$ cat config.mk
export PLATFORM = sky130hd
export DESIGN_NAME = cycle_sequencer
export DESIGN_NICKNAME = d
export VERILOG_FILES = /design/src/seq_pkg.sv /design/src/cycle_sequencer.sv
export VERILOG_INCLUDE_DIRS = /design/src
export SDC_FILE = /design/constraint.sdc
export NUM_CORES = 1
export LEC_CHECK = 0
export BUFFER_PORTS_ARGS = -buffer_cell sky130_fd_sc_hd__buf_4
export CELL_PAD_IN_SITES_DETAIL_PLACEMENT = 1
export CELL_PAD_IN_SITES_GLOBAL_PLACEMENT = 2
export CORE_ASPECT_RATIO = 0.7
export CORE_MARGIN = 2
export CORE_UTILIZATION = 40
export DETAILED_ROUTE_END_ITERATION = 10
export PLACE_DENSITY = 0.95
export SETUP_SLACK_MARGIN = 0.05
export SYNTH_ARGS = -nofsm -noshare
export SYNTH_HDL_FRONTEND = slang
export SYNTH_SLANG_ARGS = --single-unit
$ cat constraint.sdc
create_clock -name core_clk -period 5.7 [get_ports core_clk]
set_clock_uncertainty 0.05 [all_clocks]
set_input_delay 1.425 -clock core_clk [delete_from_list [all_inputs] [get_ports core_clk]]
set_output_delay 1.425 -clock core_clk [all_outputs]
set_load 0.03 [all_outputs]
$ cat src/seq_cfg.svh
// constants of the instruction cycle sequencer: counts, phases, timing
// assumes a 100 MHz core clock; included by the design
`ifndef SEQ_CFG_SVH
`define SEQ_CFG_SVH
// ==========================================================
// clock and oscillator timing
`define CLK_PERIOD_NS   10
`define OSC_START_NS    10000
`define OSC_START_CLKS  ((`OSC_START_NS+`CLK_PERIOD_NS-1)/`CLK_PERIOD_NS)
`define STOP_EXTRA_OSC  16
// ==========================================================
// machine cycle phases
`define MC_PHASES       24
`define SHORT_PHASE     18
// ==========================================================
// machine cycles per instruction class
`define CYC_FOUR        3'h4
`define CYC_FIVE        3'h5
`define CYC_TWO         3'h2
`define CYC_ONE         3'h1
`endif

$ cat src/seq_pkg.sv
// types of the instruction cycle sequencer
// assumes seq_cfg.svh holds the numeric constants
package seq_pkg;
   // ==========================================================
   // instruction class and addressing mode, given at opcode fetch
   typedef enum logic [3:0] {
      CL_DIRECT, CL_IMM, CL_MOVE_LIT_REG, CL_SHORT, CL_CALL, CL_INT,
      CL_JUMP, CL_BRANCH_FLAG, CL_BRANCH_BIT, CL_SUB_EXIT, CL_INT_EXIT,
      CL_ROTATE, CL_STOP, CL_WAIT
   } op_class_t;
   // ==========================================================
   // what sits on the program address bus
   typedef enum logic [2:0] {
      AD_OPCODE, AD_PLUS1, AD_PLUS2, AD_PLUS3, AD_ROM_DS, AD_RETURN,
      AD_NEXT_OPCODE
   } addr_sel_t;
   // what the data bus returns
   typedef enum logic [3:0] {
      DT_OPCODE, DT_OPERAND_ADDR, DT_IMMEDIATE, DT_NEXT_INSTR,
      DT_ROM_DATA, DT_REG_ADDR, DT_SUB_ADDR, DT_JUMP_ADDR, DT_BRANCH_VAL
   } data_sel_t;
   // what the core does this machine cycle
   typedef enum logic [4:0] {
      AC_NONE, AC_DECODE, AC_ADDR_DS, AC_READ_OP, AC_EXECUTE, AC_IDLE,
      AC_READ_REG_ADDR, AC_READ_IMM, AC_WRITE_REG, AC_INC_SP, AC_PUSH_RET,
      AC_CALC_SUB, AC_CALC_INT, AC_READ_JUMP, AC_CALC_JUMP, AC_CALC_OFFSET,
      AC_TEST_OP, AC_FETCH_BRANCH, AC_CALC_NEW, AC_POP_RET, AC_DEFINE_DS,
      AC_CALC_ACC, AC_READ_ACC_SHIFT, AC_OSC_HALT, AC_OSC_IDLE
   } act_t;
   // ==========================================================
   // sequencer states, one-hot
   typedef enum logic [2:0] {
      ST_FREE = 3'b001,
      ST_RUN  = 3'b010,
      ST_WAKE = 3'b100
   } state_t;
   // one row of the cycle table
   typedef struct packed {
      addr_sel_t addr;
      data_sel_t data;
      act_t      act;
      logic      early;
      logic      short_lived;
   } step_t;
endpackage : seq_pkg

$ cat src/cycle_sequencer.sv
// per machine cycle sequencer of an 8-bit core: bus sources and activity
// assumes the decoder supplies class and rom-space flag at opcode fetch
`timescale 1ns/100ps
`default_nettype none
`include "seq_cfg.svh"

// What this block does
// - direct data ops take four cycles
// - direct rom operand: cycle four reads rom
// - immediate accumulator ops take four cycles
// - literal register load takes four cycles
// - literal load to rom space reads rom
// - short direct ops hold plus one
// - subroutine call takes four cycles
// - interrupt entry takes one cycle
// - absolute jump takes four cycles
// - bit test branches take five cycles
// - bit branch rom operand: cycles three, five
// - subroutine exit pops return in two
// - interrupt exit pops, swaps flags, two
// - rotate through carry holds plus one
// - stop and wait take two cycles
// - early values valid at cycle start only
// - short lived values end at t18
// - wake from stop adds startup, sixteen
module cycle_sequencer import seq_pkg::*; #(
   parameter int PHASES     = `MC_PHASES,
   parameter int START_CLKS = `OSC_START_CLKS,
   parameter int EXTRA_CLKS = `STOP_EXTRA_OSC
) (
   // clock and reset
   input  wire logic      core_clk,
   input  wire logic      reset,
   // opcode fetch request from the decoder
   input  wire logic      fetch_valid,
   input  wire op_class_t fetch_class,
   input  wire logic      fetch_rom_space,
   output logic           fetch_ready,
   // interrupt request, a level
   input  wire logic      irq_req,
   // per cycle bus and activity
   output addr_sel_t      addr_sel,
   output data_sel_t      data_sel,
   output act_t           activity,
   output logic [2:0]     cycle_num,
   output logic           bus_early_ok,
   output logic           bus_short_ok,
   output logic           push_ret,
   output logic           flag_set_swap,
   output logic           instr_done,
   // oscillator control
   output logic           osc_halt,
   output logic           osc_idle
);
   // ==========================================================
   // registers
   state_t       state_ff;        // sequencer state
   state_t       nxt_state;
   op_class_t    class_ff;        // class held for the instruction
   op_class_t    nxt_class;
   logic         rom_ff;          // operand lies in rom data space
   logic         nxt_rom;
   logic [2:0]   cyc_ff;          // machine cycle, 1-based
   logic [2:0]   nxt_cyc;
   logic [7:0]   phase_ff;        // phase within machine cycle
   logic [7:0]   nxt_phase;
   logic [15:0]  wake_ff;         // wake-up countdown after stop
   logic [15:0]  nxt_wake;
   logic         halt_ff;         // oscillator stopped
   logic         nxt_halt;
   logic         idle_ff;         // oscillator waiting
   logic         nxt_idle;
   step_t        step_ff;         // current table row
   step_t        nxt_step;
   logic         early_ok_ff;
   logic         short_ok_ff;
   logic         ready_ff;
   logic         push_ff;
   logic         swap_ff;
   logic         done_ff;
   logic         nxt_push;
   logic         nxt_swap;
   logic         nxt_done;

   // ==========================================================
   // decode of timing
   localparam logic [7:0]  LAST_PHASE = 8'(PHASES - 1);
   localparam logic [15:0] WAKE_CLKS  = 16'(START_CLKS + EXTRA_CLKS);

   wire        cyc_end   = (phase_ff == LAST_PHASE);   // machine cycle ends
   wire [2:0]  last_cyc  = cycle_count(class_ff);
   wire        instr_end = (state_ff == ST_RUN) && cyc_end
                           && (cyc_ff == last_cyc);
   // a new instruction may start when free or at the last phase
   wire        free_slot = (state_ff == ST_FREE) || instr_end;
   wire        take_irq  = free_slot && irq_req && !halt_ff;
   wire        take_op   = free_slot && fetch_valid && !irq_req
                           && !halt_ff && !idle_ff;
   wire        wake_go   = free_slot && irq_req && halt_ff;

   // ==========================================================
   // machine cycles per class
   function automatic logic [2:0] cycle_count(input op_class_t c);
      case (c)
         CL_INT:                      cycle_count = `CYC_ONE;
         CL_BRANCH_BIT:               cycle_count = `CYC_FIVE;
         CL_BRANCH_FLAG, CL_SUB_EXIT,
         CL_INT_EXIT:                 cycle_count = `CYC_TWO;
         CL_STOP, CL_WAIT:            cycle_count = `CYC_TWO;
         default:                     cycle_count = `CYC_FOUR;
      endcase
   endfunction : cycle_count

   // ==========================================================
   // one row of the cycle table
   function automatic step_t row(input addr_sel_t a, input data_sel_t d,
                                 input act_t x, input logic e,
                                 input logic s);
      row = '{addr: a, data: d, act: x, early: e, short_lived: s};
   endfunction : row

   // table lookup by class, rom flag and cycle
   function automatic step_t lookup(input op_class_t c, input logic r,
                                    input logic [2:0] n);
      lookup = row(AD_OPCODE, DT_OPCODE, AC_DECODE, 1'b1, 1'b0);
      if (c == CL_INT) begin
         // vector, push and flag swap in one cycle
         lookup = row(AD_NEXT_OPCODE, DT_NEXT_INSTR, AC_CALC_INT,
                      1'b1, 1'b0);
      end else if (n != 3'h1) begin
         case (c)
            CL_DIRECT: begin
               case (n)
                  3'h2: lookup = row(AD_PLUS1, DT_OPERAND_ADDR,
                                     AC_ADDR_DS, 1'b0, 1'b0);
                  3'h3: lookup = row(AD_PLUS1, DT_OPERAND_ADDR,
                                     AC_READ_OP, 1'b1, r);
                  default: lookup = r ?
                     row(AD_ROM_DS, DT_ROM_DATA, AC_EXECUTE,
                         1'b1, 1'b1) :
                     row(AD_PLUS2, DT_NEXT_INSTR, AC_EXECUTE,
                         1'b0, 1'b0);
               endcase
            end
            CL_IMM: begin
               case (n)
                  3'h2: lookup = row(AD_PLUS1, DT_IMMEDIATE, AC_IDLE,
                                     1'b0, 1'b0);
                  3'h3: lookup = row(AD_PLUS1, DT_IMMEDIATE,
                                     AC_READ_OP, 1'b1, 1'b0);
                  default: lookup = row(AD_PLUS2, DT_NEXT_INSTR,
                                     AC_EXECUTE, 1'b1, 1'b0);
               endcase
            end
            CL_MOVE_LIT_REG: begin
               case (n)
                  3'h2: lookup = row(AD_PLUS1, DT_REG_ADDR,
                                     AC_READ_REG_ADDR, r, 1'b0);
                  3'h3: lookup = row(AD_PLUS2, DT_IMMEDIATE,
                                     AC_READ_IMM, 1'b0, r);
                  default: lookup = r ?
                     row(AD_ROM_DS, DT_ROM_DATA, AC_WRITE_REG,
                         1'b0, 1'b1) :
                     row(AD_PLUS3, DT_NEXT_INSTR, AC_WRITE_REG,
                         1'b0, 1'b0);
               endcase
            end
            CL_SHORT: begin
               case (n)
                  3'h2: lookup = row(AD_PLUS1, DT_NEXT_INSTR,
                                     AC_DEFINE_DS, 1'b0, 1'b0);
                  3'h3: lookup = row(AD_PLUS1, DT_NEXT_INSTR,
                                     AC_READ_OP, 1'b0, 1'b0);
                  default: lookup = row(AD_PLUS1, DT_NEXT_INSTR,
                                     AC_EXECUTE, 1'b0, 1'b0);
               endcase
            end
            CL_CALL: begin
               case (n)
                  3'h2: lookup = row(AD_PLUS1, DT_SUB_ADDR, AC_INC_SP,
                                     1'b0, 1'b0);
                  3'h3: lookup = row(AD_PLUS1, DT_SUB_ADDR,
                                     AC_PUSH_RET, 1'b0, 1'b0);
                  default: lookup = row(AD_PLUS2, DT_NEXT_INSTR,
                                     AC_CALC_SUB, 1'b1, 1'b0);
               endcase
            end
            CL_JUMP: begin
               case (n)
                  3'h2: lookup = row(AD_PLUS1, DT_JUMP_ADDR, AC_IDLE,
                                     1'b0, 1'b0);
                  3'h3: lookup = row(AD_PLUS1, DT_NEXT_INSTR,
                                     AC_READ_JUMP, 1'b0, 1'b0);
                  default: lookup = row(AD_PLUS2, DT_NEXT_INSTR,
                                     AC_CALC_JUMP, 1'b1, 1'b0);
               endcase
            end
            CL_BRANCH_FLAG:
               lookup = row(AD_PLUS1, DT_NEXT_INSTR, AC_CALC_OFFSET,
                            1'b0, 1'b0);
            CL_BRANCH_BIT: begin
               case (n)
                  3'h2: lookup = row(AD_PLUS1, DT_OPERAND_ADDR,
                                     AC_READ_OP, 1'b1, 1'b0);
                  3'h3: lookup = r ?
                     row(AD_ROM_DS, DT_ROM_DATA, AC_TEST_OP,
                         1'b0, 1'b1) :
                     row(AD_PLUS2, DT_BRANCH_VAL, AC_TEST_OP,
                         1'b1, 1'b0);
                  3'h4: lookup = row(AD_PLUS2, DT_BRANCH_VAL,
                                     AC_FETCH_BRANCH, 1'b1, 1'b0);
                  default: lookup = r ?
                     row(AD_ROM_DS, DT_ROM_DATA, AC_CALC_NEW,
                         1'b0, 1'b1) :
                     row(AD_PLUS3, DT_NEXT_INSTR, AC_CALC_NEW,
                         1'b1, 1'b0);
               endcase
            end
            CL_SUB_EXIT, CL_INT_EXIT:
               lookup = row(AD_RETURN, DT_NEXT_INSTR, AC_POP_RET,
                            1'b0, 1'b0);
            CL_ROTATE: begin
               case (n)
                  3'h2: lookup = row(AD_PLUS1, DT_NEXT_INSTR,
                                     AC_CALC_ACC, 1'b0, 1'b0);
                  3'h3: lookup = row(AD_PLUS1, DT_NEXT_INSTR,
                                AC_READ_ACC_SHIFT, 1'b0, 1'b0);
                  default: lookup = row(AD_PLUS1, DT_NEXT_INSTR,
                                     AC_NONE, 1'b0, 1'b0);
               endcase
            end
            CL_STOP:
               lookup = row(AD_PLUS1, DT_NEXT_INSTR, AC_OSC_HALT,
                            1'b0, 1'b0);
            CL_WAIT:
               lookup = row(AD_PLUS1, DT_NEXT_INSTR, AC_OSC_IDLE,
                            1'b0, 1'b0);
            default:
               lookup = row(AD_OPCODE, DT_OPCODE, AC_NONE, 1'b0, 1'b0);
         endcase
      end
   endfunction : lookup

   // ==========================================================
   // next state, class, cycle and phase
   always_comb begin
      nxt_state = state_ff;
      nxt_class = class_ff;
      nxt_rom   = rom_ff;
      nxt_cyc   = cyc_ff;
      nxt_phase = cyc_end ? 8'h00 : phase_ff + 8'h01;
      nxt_wake  = wake_ff;
      nxt_halt  = halt_ff;
      nxt_idle  = idle_ff;
      case (state_ff)
         ST_FREE, ST_RUN: begin
            if (take_irq) begin
               // interrupt wins over a pending opcode fetch
               nxt_state = ST_RUN;
               nxt_class = CL_INT;
               nxt_rom   = 1'b0;
               nxt_cyc   = 3'h1;
               nxt_phase = 8'h00;
               nxt_idle  = 1'b0;
            end else if (wake_go) begin
               // oscillator restarts before the entry cycle
               nxt_state = ST_WAKE;
               nxt_wake  = WAKE_CLKS;
               nxt_halt  = 1'b0;
            end else if (take_op) begin
               nxt_state = ST_RUN;
               nxt_class = fetch_class;
               nxt_rom   = fetch_rom_space;
               nxt_cyc   = 3'h1;
               nxt_phase = 8'h00;
            end else if (instr_end) begin
               nxt_state = ST_FREE;
               nxt_halt  = (class_ff == CL_STOP);
               nxt_idle  = (class_ff == CL_WAIT);
            end else if (state_ff == ST_RUN && cyc_end) begin
               nxt_cyc = cyc_ff + 3'h1;
            end
         end
         ST_WAKE: begin
            nxt_phase = 8'h00;
            if (wake_ff == 16'h0001) begin
               // extension over, run the normal entry cycle
               nxt_state = ST_RUN;
               nxt_class = CL_INT;
               nxt_rom   = 1'b0;
               nxt_cyc   = 3'h1;
            end else begin
               nxt_wake = wake_ff - 16'h0001;
            end
         end
         default: nxt_state = ST_FREE;
      endcase
   end

   // ==========================================================
   // outputs for the next clock, all registered
   wire        run_next   = (nxt_state == ST_RUN);
   wire        cyc_start  = run_next && (nxt_phase == 8'h00);
   wire        int_cycle  = cyc_start && (nxt_class == CL_INT);

   assign nxt_step = lookup(nxt_class, nxt_rom, nxt_cyc);
   assign nxt_push = int_cycle || (cyc_start && nxt_class == CL_CALL
                                   && nxt_cyc == 3'h3);
   // flag set swaps on entry and again on exit
   assign nxt_swap = int_cycle
                     || (cyc_start && nxt_class == CL_INT_EXIT
                         && nxt_cyc == 3'h2);
   assign nxt_done = instr_end;

   // ==========================================================
   // state registers
   always_ff @(posedge core_clk) begin
      if (reset) begin
         state_ff <= ST_FREE;
         class_ff <= CL_DIRECT;
         rom_ff   <= 1'b0;
         cyc_ff   <= 3'h1;
         phase_ff <= 8'h00;
         wake_ff  <= 16'h0000;
         halt_ff  <= 1'b0;
         idle_ff  <= 1'b0;
      end else begin
         state_ff <= nxt_state;
         class_ff <= nxt_class;
         rom_ff   <= nxt_rom;
         cyc_ff   <= nxt_cyc;
         phase_ff <= nxt_phase;
         wake_ff  <= nxt_wake;
         halt_ff  <= nxt_halt;
         idle_ff  <= nxt_idle;
      end
   end

   // ==========================================================
   // output registers; bus marks only while an instruction runs
   always_ff @(posedge core_clk) begin
      if (reset) begin
         step_ff     <= '{addr: AD_OPCODE, data: DT_OPCODE,
                          act: AC_NONE, early: 1'b0, short_lived: 1'b0};
         early_ok_ff <= 1'b0;
         short_ok_ff <= 1'b0;
         ready_ff    <= 1'b0;
         push_ff     <= 1'b0;
         swap_ff     <= 1'b0;
         done_ff     <= 1'b0;
      end else begin
         step_ff     <= run_next ? nxt_step : step_ff;
         // early values may be sampled in the first phase only
         early_ok_ff <= run_next && nxt_step.early
                        && (nxt_phase == 8'h00);
         // short lived values drop at phase t18
         short_ok_ff <= run_next && (!nxt_step.short_lived
                        || nxt_phase < 8'(`SHORT_PHASE));
         ready_ff    <= (nxt_state == ST_FREE) && !nxt_halt
                        && !nxt_idle;
         push_ff     <= nxt_push;
         swap_ff     <= nxt_swap;
         done_ff     <= nxt_done;
      end
   end

   // ==========================================================
   // port drive
   assign fetch_ready   = ready_ff;
   assign addr_sel      = step_ff.addr;
   assign data_sel      = step_ff.data;
   assign activity      = step_ff.act;
   assign cycle_num     = cyc_ff;
   assign bus_early_ok  = early_ok_ff;
   assign bus_short_ok  = short_ok_ff;
   assign push_ret      = push_ff;
   assign flag_set_swap = swap_ff;
   assign instr_done    = done_ff;
   assign osc_halt      = halt_ff;
   assign osc_idle      = idle_ff;
endmodule : cycle_sequencer
`default_nettype wire

==> metrics.yaml, run 1 <==
route:
  via_per_inst: 6.25
  drtAntennaViolNets: 0
  wirelength_um: 12000
  first_pass_iters: 5
  drt_iter0_markers: 316
  vias: 3698
  wl_per_cell_um: 20.3
  post-route-drc-count: 0
min_path:
  hold_path_class: "flip-flop to flip-flop"
timing:
  finalMaxSlewViolations: 0
  grt_setup_unrepaired: "false"
  finalHoldViolations: 0
  maxSlewHeadroom: 0.271
  min_period_ns: 4.05
  finalSetupTns_ns: 0
  tightest_slew_ns: 1.09
  fmax_mhz: 247
  setup_slack_ns: 1.65
  setup_viol: 0
  whs_ns: 0.406
  fin_crit_sh: 0.710
synthesis:
  synth-seq-area-share: 0.288
  ys_ff_latch: 55
  yosysUniqueCellTypes: 102
  synth-edff-count: 0
  syn-num-nets: 465
  synthesis.area_sq_mm: 0.00382
  ys_warn_count: 0
  synth_ff_type: "dfxtp_1"
  synthCells: 452
  async_flop_share: 0
  synth_area_per_cell_sq_um: 8.45
critical_path:
  start_kind: "input port"
  crit_chain: "buf_4 > nand2b_1 > nor2b_1 > or3_1 > o31ai_4 > o22a_1 > nor2_1 > a311oi_2 > nand2_1 > a211oi_2"
  end_kind: "flip-flop"
  crit_path_top_delay_cell: "o22a_1"
  timing.critical_path.slowest_cell_delay_ns: 0.65
  path_max_fanout: 16
  critical_path_class: "input port to flip-flop"
  cp.required_ns: 5.87
  r2r_slack_ns: 1.75
  worstPathArrival_ns: 4.22
global_routing:
  grt_pass1_wl_um: 19700
  antenna_found_initial: 0
  grt_overflow: 0
  track_usage: 0.240
  grt_max_degree: 42
  grt_pass1_vias: 3575
clock_tree:
  post_cts_resize_count: 0
  cts_hold_buf: 0
  numCtsBuffers: 5
  clk_pin_slew_ns: 0.07
  postCtsSetupRepairBufs: 0
  cts-htree-levels: 2
  root_buffer: "clkbuf_16"
  max-clock-path-buffers: 2
  clock-sinks: 55
  cts_tree: "done"
  clock_latency_ns: 0.30
floorplan:
  die_area_sq_mm: 0.0104
  ios: 32
  die_x_um: 121
  die_y_um: 85.7
  fp-row-count: 29
  coreArea_sq_mm: 0.00918
  start_util: 0.416
final_layout:
  nNetsFinal: 480
  fillers: 1095
  num_antenna_cells: 0
  multi_input_area_sq_mm: 0.00254
  fin_util: 0.462
  layout-drive-gt1-share: 0.199
  syn2layout_area_growth_pct: 11.1
  regArea_sq_mm: 0.00110
pwr:
  power.leakage_nw: 1.53
  vdd_drop_max_mv: 0.251
  p_total_w: 0.00206
  cellPowerDensity_mw_per_mm2: 486
run:
  cap_violations: 0
place:
  port_buffers: 31
  place_hpwl_um: 8900
  dp_slack_ns: 1.41
  globalplace.congestion: 0.972
outcome:
  outcome: "completed"
## layer usage
metal | track usage | part of all wire | vias to the layer above
li1 | - | - | 1733
met1 | 0.367 | 0.49 | 1797
met2 | 0.349 | 0.42 | 147
met3 | 0.0392 | 0.074 | 21
met4 | 0.0592 | 0.016 | 0
met5 | 0 | 0 | -
## worst paths after layout
| kind | startpoint | end | cells after the start |
|---|---|---|---|
| hold reg to reg | addr_sel[0]$_SDFFE_PP0P_ | addr_sel[0]$_SDFFE_PP0P_ | 2 |
| setup / recovery | fetch_valid | data_sel[0]$_SDFFE_PP0P_ | 10 |
| hold / removal | addr_sel[0]$_SDFFE_PP0P_ | addr_sel[0]$_SDFFE_PP0P_ | 2 |
| setup reg to reg | class_ff[3]$_SDFF_PP0_ | data_sel[1]$_SDFFE_PP0P_ | 10 |
## Yosys cell counts, types with 8 or more instances
| cell type | number | area share |
|---|---|---|
| a21oi_1 | 23 | 0.030 |
| buf_2 | 11 | 0.014 |
| dfxtp_1 | 55 | 0.29 |
| inv_1 | 11 | 0.011 |
| nand2_1 | 31 | 0.030 |
| nand3_1 | 13 | 0.017 |
| nand4_1 | 9 | 0.015 |
| nor2_1 | 67 | 0.066 |
| nor3_1 | 26 | 0.034 |
| nor4_1 | 10 | 0.016 |
| o21ai_0 | 8 | 0.010 |
| xnor2_1 | 16 | 0.037 |
## cells by family (layout without fill, tap and decap cells)
family,after synthesis,after routing,synth area share
AO/OA/AOI/OAI,126,126,0.296
XOR/XNOR,23,23,0.0547
adder cells (fa/ha/maj),5,5,0.0157
buffers and inverters,34,50,0.0455
flip-flops,55,55,0.288
multiplexers,1,1,0.00262
AND/OR/NAND/NOR,208,208,0.298
## area by class of cell
type / count / share of cell area
clock buffer: 5 / 0.0295
clock inverter: 3 / 0.0103
inverter: 11 / 0.00973
multi-input combinational: 363 / 0.600
sequential: 55 / 0.260
tap: 124 / 0.0366
timing repair buffer: 31 / 0.0549
## through the flow
stage,std cells,area [sq um]
2_1_floorplan,452,3820
3_3_place_gp,584,4070
3_5_place_dp,584,4070
4_1_cts,592,4240
5_1_grt,592,4240
6_report,592,4240
## placed cells by master (no fill, tap or decap), types with 3 or more instances in the layout
cell	Yosys	layout
o21ai_0	8	8
ha_1	4	4
and3_1	3	3
nor2_1	67	67
clkbuf_16	0	5
nand3b_1	4	4
or2_2	3	3
nand4b_1	3	3
a21oi_1	23	23
nand3_1	13	13
o32ai_1	4	4
o21ai_1	5	5
nand2_1	31	31
a211oi_1	7	7
dfxtp_1	55	55
buf_4	1	31
nor2b_1	4	4
nand4_1	9	9
a31oi_1	6	6
or3_4	3	3
inv_1	11	11
o211ai_1	3	3
o32a_1	4	4
nor3_1	26	26
and2_1	3	3
nand2b_1	5	5
xor2_1	6	6
xnor2_1	16	16
nor3_4	3	3
nor4_1	10	10
a211oi_2	3	3
## power breakdown
part           switching (W)  total, W  internal [W]
Sequential         0.0000587  0.000491      0.000432
Clock               0.000153  0.000360      0.000208
Combinational       0.000817   0.00121      0.000394
## registers in the layout (all words and copies together), names as in the netlist, 3 cells and up
register   flops
phase_ff       8
cycle_num      3
class_ff       4
data_sel       4
state_ff       3
activity       5
addr_sel       3
wake_ff       16
## worst max-delay path: cells and delay by family
family	cells	cell delay (ns)
buf+inv	1	0.08
compound gates	4	1.64
simple gates	5	1.07
No activity file was read; power rests on OpenSTA's default activity.
==> inputs of run 2 (changes only) <==
CORE_UTILIZATION = 37   (was 40)
PLACE_DENSITY = 0.9   (was 0.95)
clock period = 3.9 ns   (was 5.7 ns; I/O delays follow)
==> run 2 against run 1 <==
  * Register-to-register slack lost 1.5 ns
  * Die area grew 7.8%
  * Core utilization shrank 1.2 points
  * First-iteration DRC count grew 4.7%
  * Critical path type is now flip-flop to flip-flop
  * Worst hold slack lost 0.0022 ns
==> metrics.yaml, run 2 (synthesis results as in run 1) <==
critical_path:
  cp.required_ns: 4.01  # -1.86 ns
  critical_path_class: "flip-flop to flip-flop"
  r2r_slack_ns: 0.22  # -1.53 ns
  r2r_start: "phase_ff[0]$_SDFF_PP0_"
  start_kind: "flip-flop"
  path_max_fanout: 19  # +3
  worstSetupEndpoint: "activity[0]$_SDFFE_PP0P_"
  end_kind: "flip-flop"
  worstPathArrival_ns: 3.79  # -0.43 ns
  r2r_end: "activity[0]$_SDFFE_PP0P_"
  r2r_cells: 11  # +1
  critPathLaunch: "phase_ff[0]$_SDFF_PP0_"
clock_tree:
  clock-sinks: 55  # unchanged
  cts-htree-levels: 2  # unchanged
  clock_latency_ns: 0.31  # about the same
  clk_pin_slew_ns: 0.08  # about the same
  numCtsBuffers: 5  # unchanged
  root_buffer: "clkbuf_16"
  cts_hold_buf: 0  # unchanged
  cts_tree: "done"
  max-clock-path-buffers: 2  # unchanged
route:
  via_per_inst: 6.20  # -0.75%
  first_pass_iters: 5  # unchanged
  wirelength_um: 12900  # +7.0%
  drtAntennaViolNets: 0  # unchanged
  drt_iter0_markers: 331  # +4.7%
  vias: 3844  # +3.9%
  post-route-drc-count: 0  # unchanged
  wl_per_cell_um: 20.7  # +2.1%
final_layout:
  final_area_sq_mm: 0.00445  # +4.8%
  syn2layout_area_growth_pct: 16.4
  nNetsFinal: 504  # +5.0%
  num_antenna_cells: 0  # unchanged
  fin_util: 0.450  # -0.0119
  layout_commonest_cell: "nor2_1"
  layout-drive-gt1-share: 0.244  # +0.0452
  largest_reg_flops: 16  # unchanged
  top_register: "wake_ff"
  fillers: 1169  # +6.8%
  final_cell_mix: "67 x nor2_1, 55 x buf_4, 53 x dfxtp_1"
pwr:
  cellPowerDensity_mw_per_mm2: 737  # +52%
  vdd_drop_max_mv: 0.278  # +11%
  p_total_w: 0.00327  # +59%
  power.leakage_nw: 1.64  # +7.6%
global_routing:
  grt_pass1_vias: 3726  # +4.2%
  grt_pass1_wl_um: 20400  # +3.6%
  antenna_found_initial: 0  # unchanged
  grt_overflow: 0  # unchanged
  grt_max_degree: 42  # unchanged
  track_usage: 0.232  # -0.00838
run:
  cap_violations: 0  # unchanged
floorplan:
  die_y_um: 89.0  # +3.8%
  ios: 32  # unchanged
  start_util: 0.387  # -0.0292
  coreArea_sq_mm: 0.00987  # +7.5%
  fp-row-count: 30  # +3.4%
  die_area_sq_mm: 0.0112  # +7.8%
  die_x_um: 125  # +3.8%
timing:
  maxSlewHeadroom: 0.487  # +0.216
  finalSetupTns_ns: 0  # unchanged
  whs_ns: 0.403  # -0.00222 ns
  tightest_slew_ns: 0.770  # -0.324 ns
  min_period_ns: 3.68
  finalMaxSlewViolations: 0  # unchanged
  fin_crit_sh: 0.945
  setup_viol: 0  # unchanged
  fmax_mhz: 271
  finalHoldViolations: 0  # unchanged
  grt_setup_unrepaired: "false"
min_path:
  hold_path_class: "flip-flop to flip-flop"
place:
  place_hpwl_um: 9530  # +7.1%
  globalplace.congestion: 0.931  # -4.2%
  port_buffers: 31  # unchanged
  postPlaceCellArea_sq_mm: 0.00421  # +3.4%
outcome:
  outcome: "completed"
-- run 2: routing by layer --
| layer | up-vias | track usage | wire, um | share of wire |
|---|---|---|---|---|
| met3 | 17 | 0.0539 | 981 | 0.076 |
| met2 | 141 | 0.354 | 5470 | 0.43 |
| met4 | 0 | 0.0485 | 150 | 0.012 |
| li1 | 1794 | - | - | - |
| met5 | - | 0 | 0 | 0 |
| met1 | 1892 | 0.336 | 6260 | 0.49 |
-- run 2: cell type report --
| type | instances | area, sq um | area share |
|---|---|---|---|
| clock inverters | 3 | 47.5 | 0.0107 |
| flip-flops and latches | 55 | 1100 | 0.248 |
| repair buffers | 55 | 413 | 0.0929 |
| inverters | 11 | 41.3 | 0.00929 |
| clock buffers | 5 | 125 | 0.0281 |
| multi-input cells | 363 | 2550 | 0.575 |
| well taps | 128 | 160 | 0.0360 |
-- run 2: how the worst min path moves through the flow --
stage                        startpoint                       end  slack [ns]  cells after the start
2_1_floorplan    phase_ff[0]$_SDFF_PP0_    phase_ff[0]$_SDFF_PP0_        0.38                      1
3_3_place_gp   addr_sel[0]$_SDFFE_PP0P_  addr_sel[0]$_SDFFE_PP0P_        0.39                      2
3_5_place_dp   addr_sel[0]$_SDFFE_PP0P_  addr_sel[0]$_SDFFE_PP0P_        0.39                      2
4_1_cts        addr_sel[0]$_SDFFE_PP0P_  addr_sel[0]$_SDFFE_PP0P_        0.40                      2
5_1_grt        data_sel[2]$_SDFFE_PP0P_  data_sel[2]$_SDFFE_PP0P_        0.42                      2
6_report       addr_sel[0]$_SDFFE_PP0P_  addr_sel[0]$_SDFFE_PP0P_        0.40                      2
-- run 2: report_power, final --
| group | switching (W) | total [W] | leakage [nW] | internal, W |
|---|---|---|---|---|
| Clock | 0.000233 | 0.000540 | 0.0844 | 0.000307 |
| Sequential | 0.0000783 | 0.000712 | 0.447 | 0.000634 |
| Combinational | 0.00129 | 0.00202 | 1.11 | 0.000728 |
-- run 2: critical path: stages, from the launching register on --
cell	delay, ns
dfxtp_1	0.39
ha_1	0.22
and2_1	0.23
nand4_1	0.36
o21ai_0	0.36
buf_4	0.18
a31oi_2	0.21
a22oi_4	0.62
maj3_1	0.34
o32ai_1	0.16
o211ai_1	0.24
o311ai_0	0.17
-- run 2: repair_timing --
item                       4_1_cts  5_1_grt
hold endpoints to repair         0        0
buffers inserted                 0        6
gates resized for setup          1        3
pin swaps                        0        3
setup endpoints to repair        2       11
-- run 2: stage by stage --
step | setup WS (ns) | instances
after floorplan | 0.720 | 452
after global placement | 0.160 | 606
after detailed placement | 0.0474 | 606
after CTS | 0.124 | 614
after global routing | 0.0523 | 620
final | 0.215 | 620
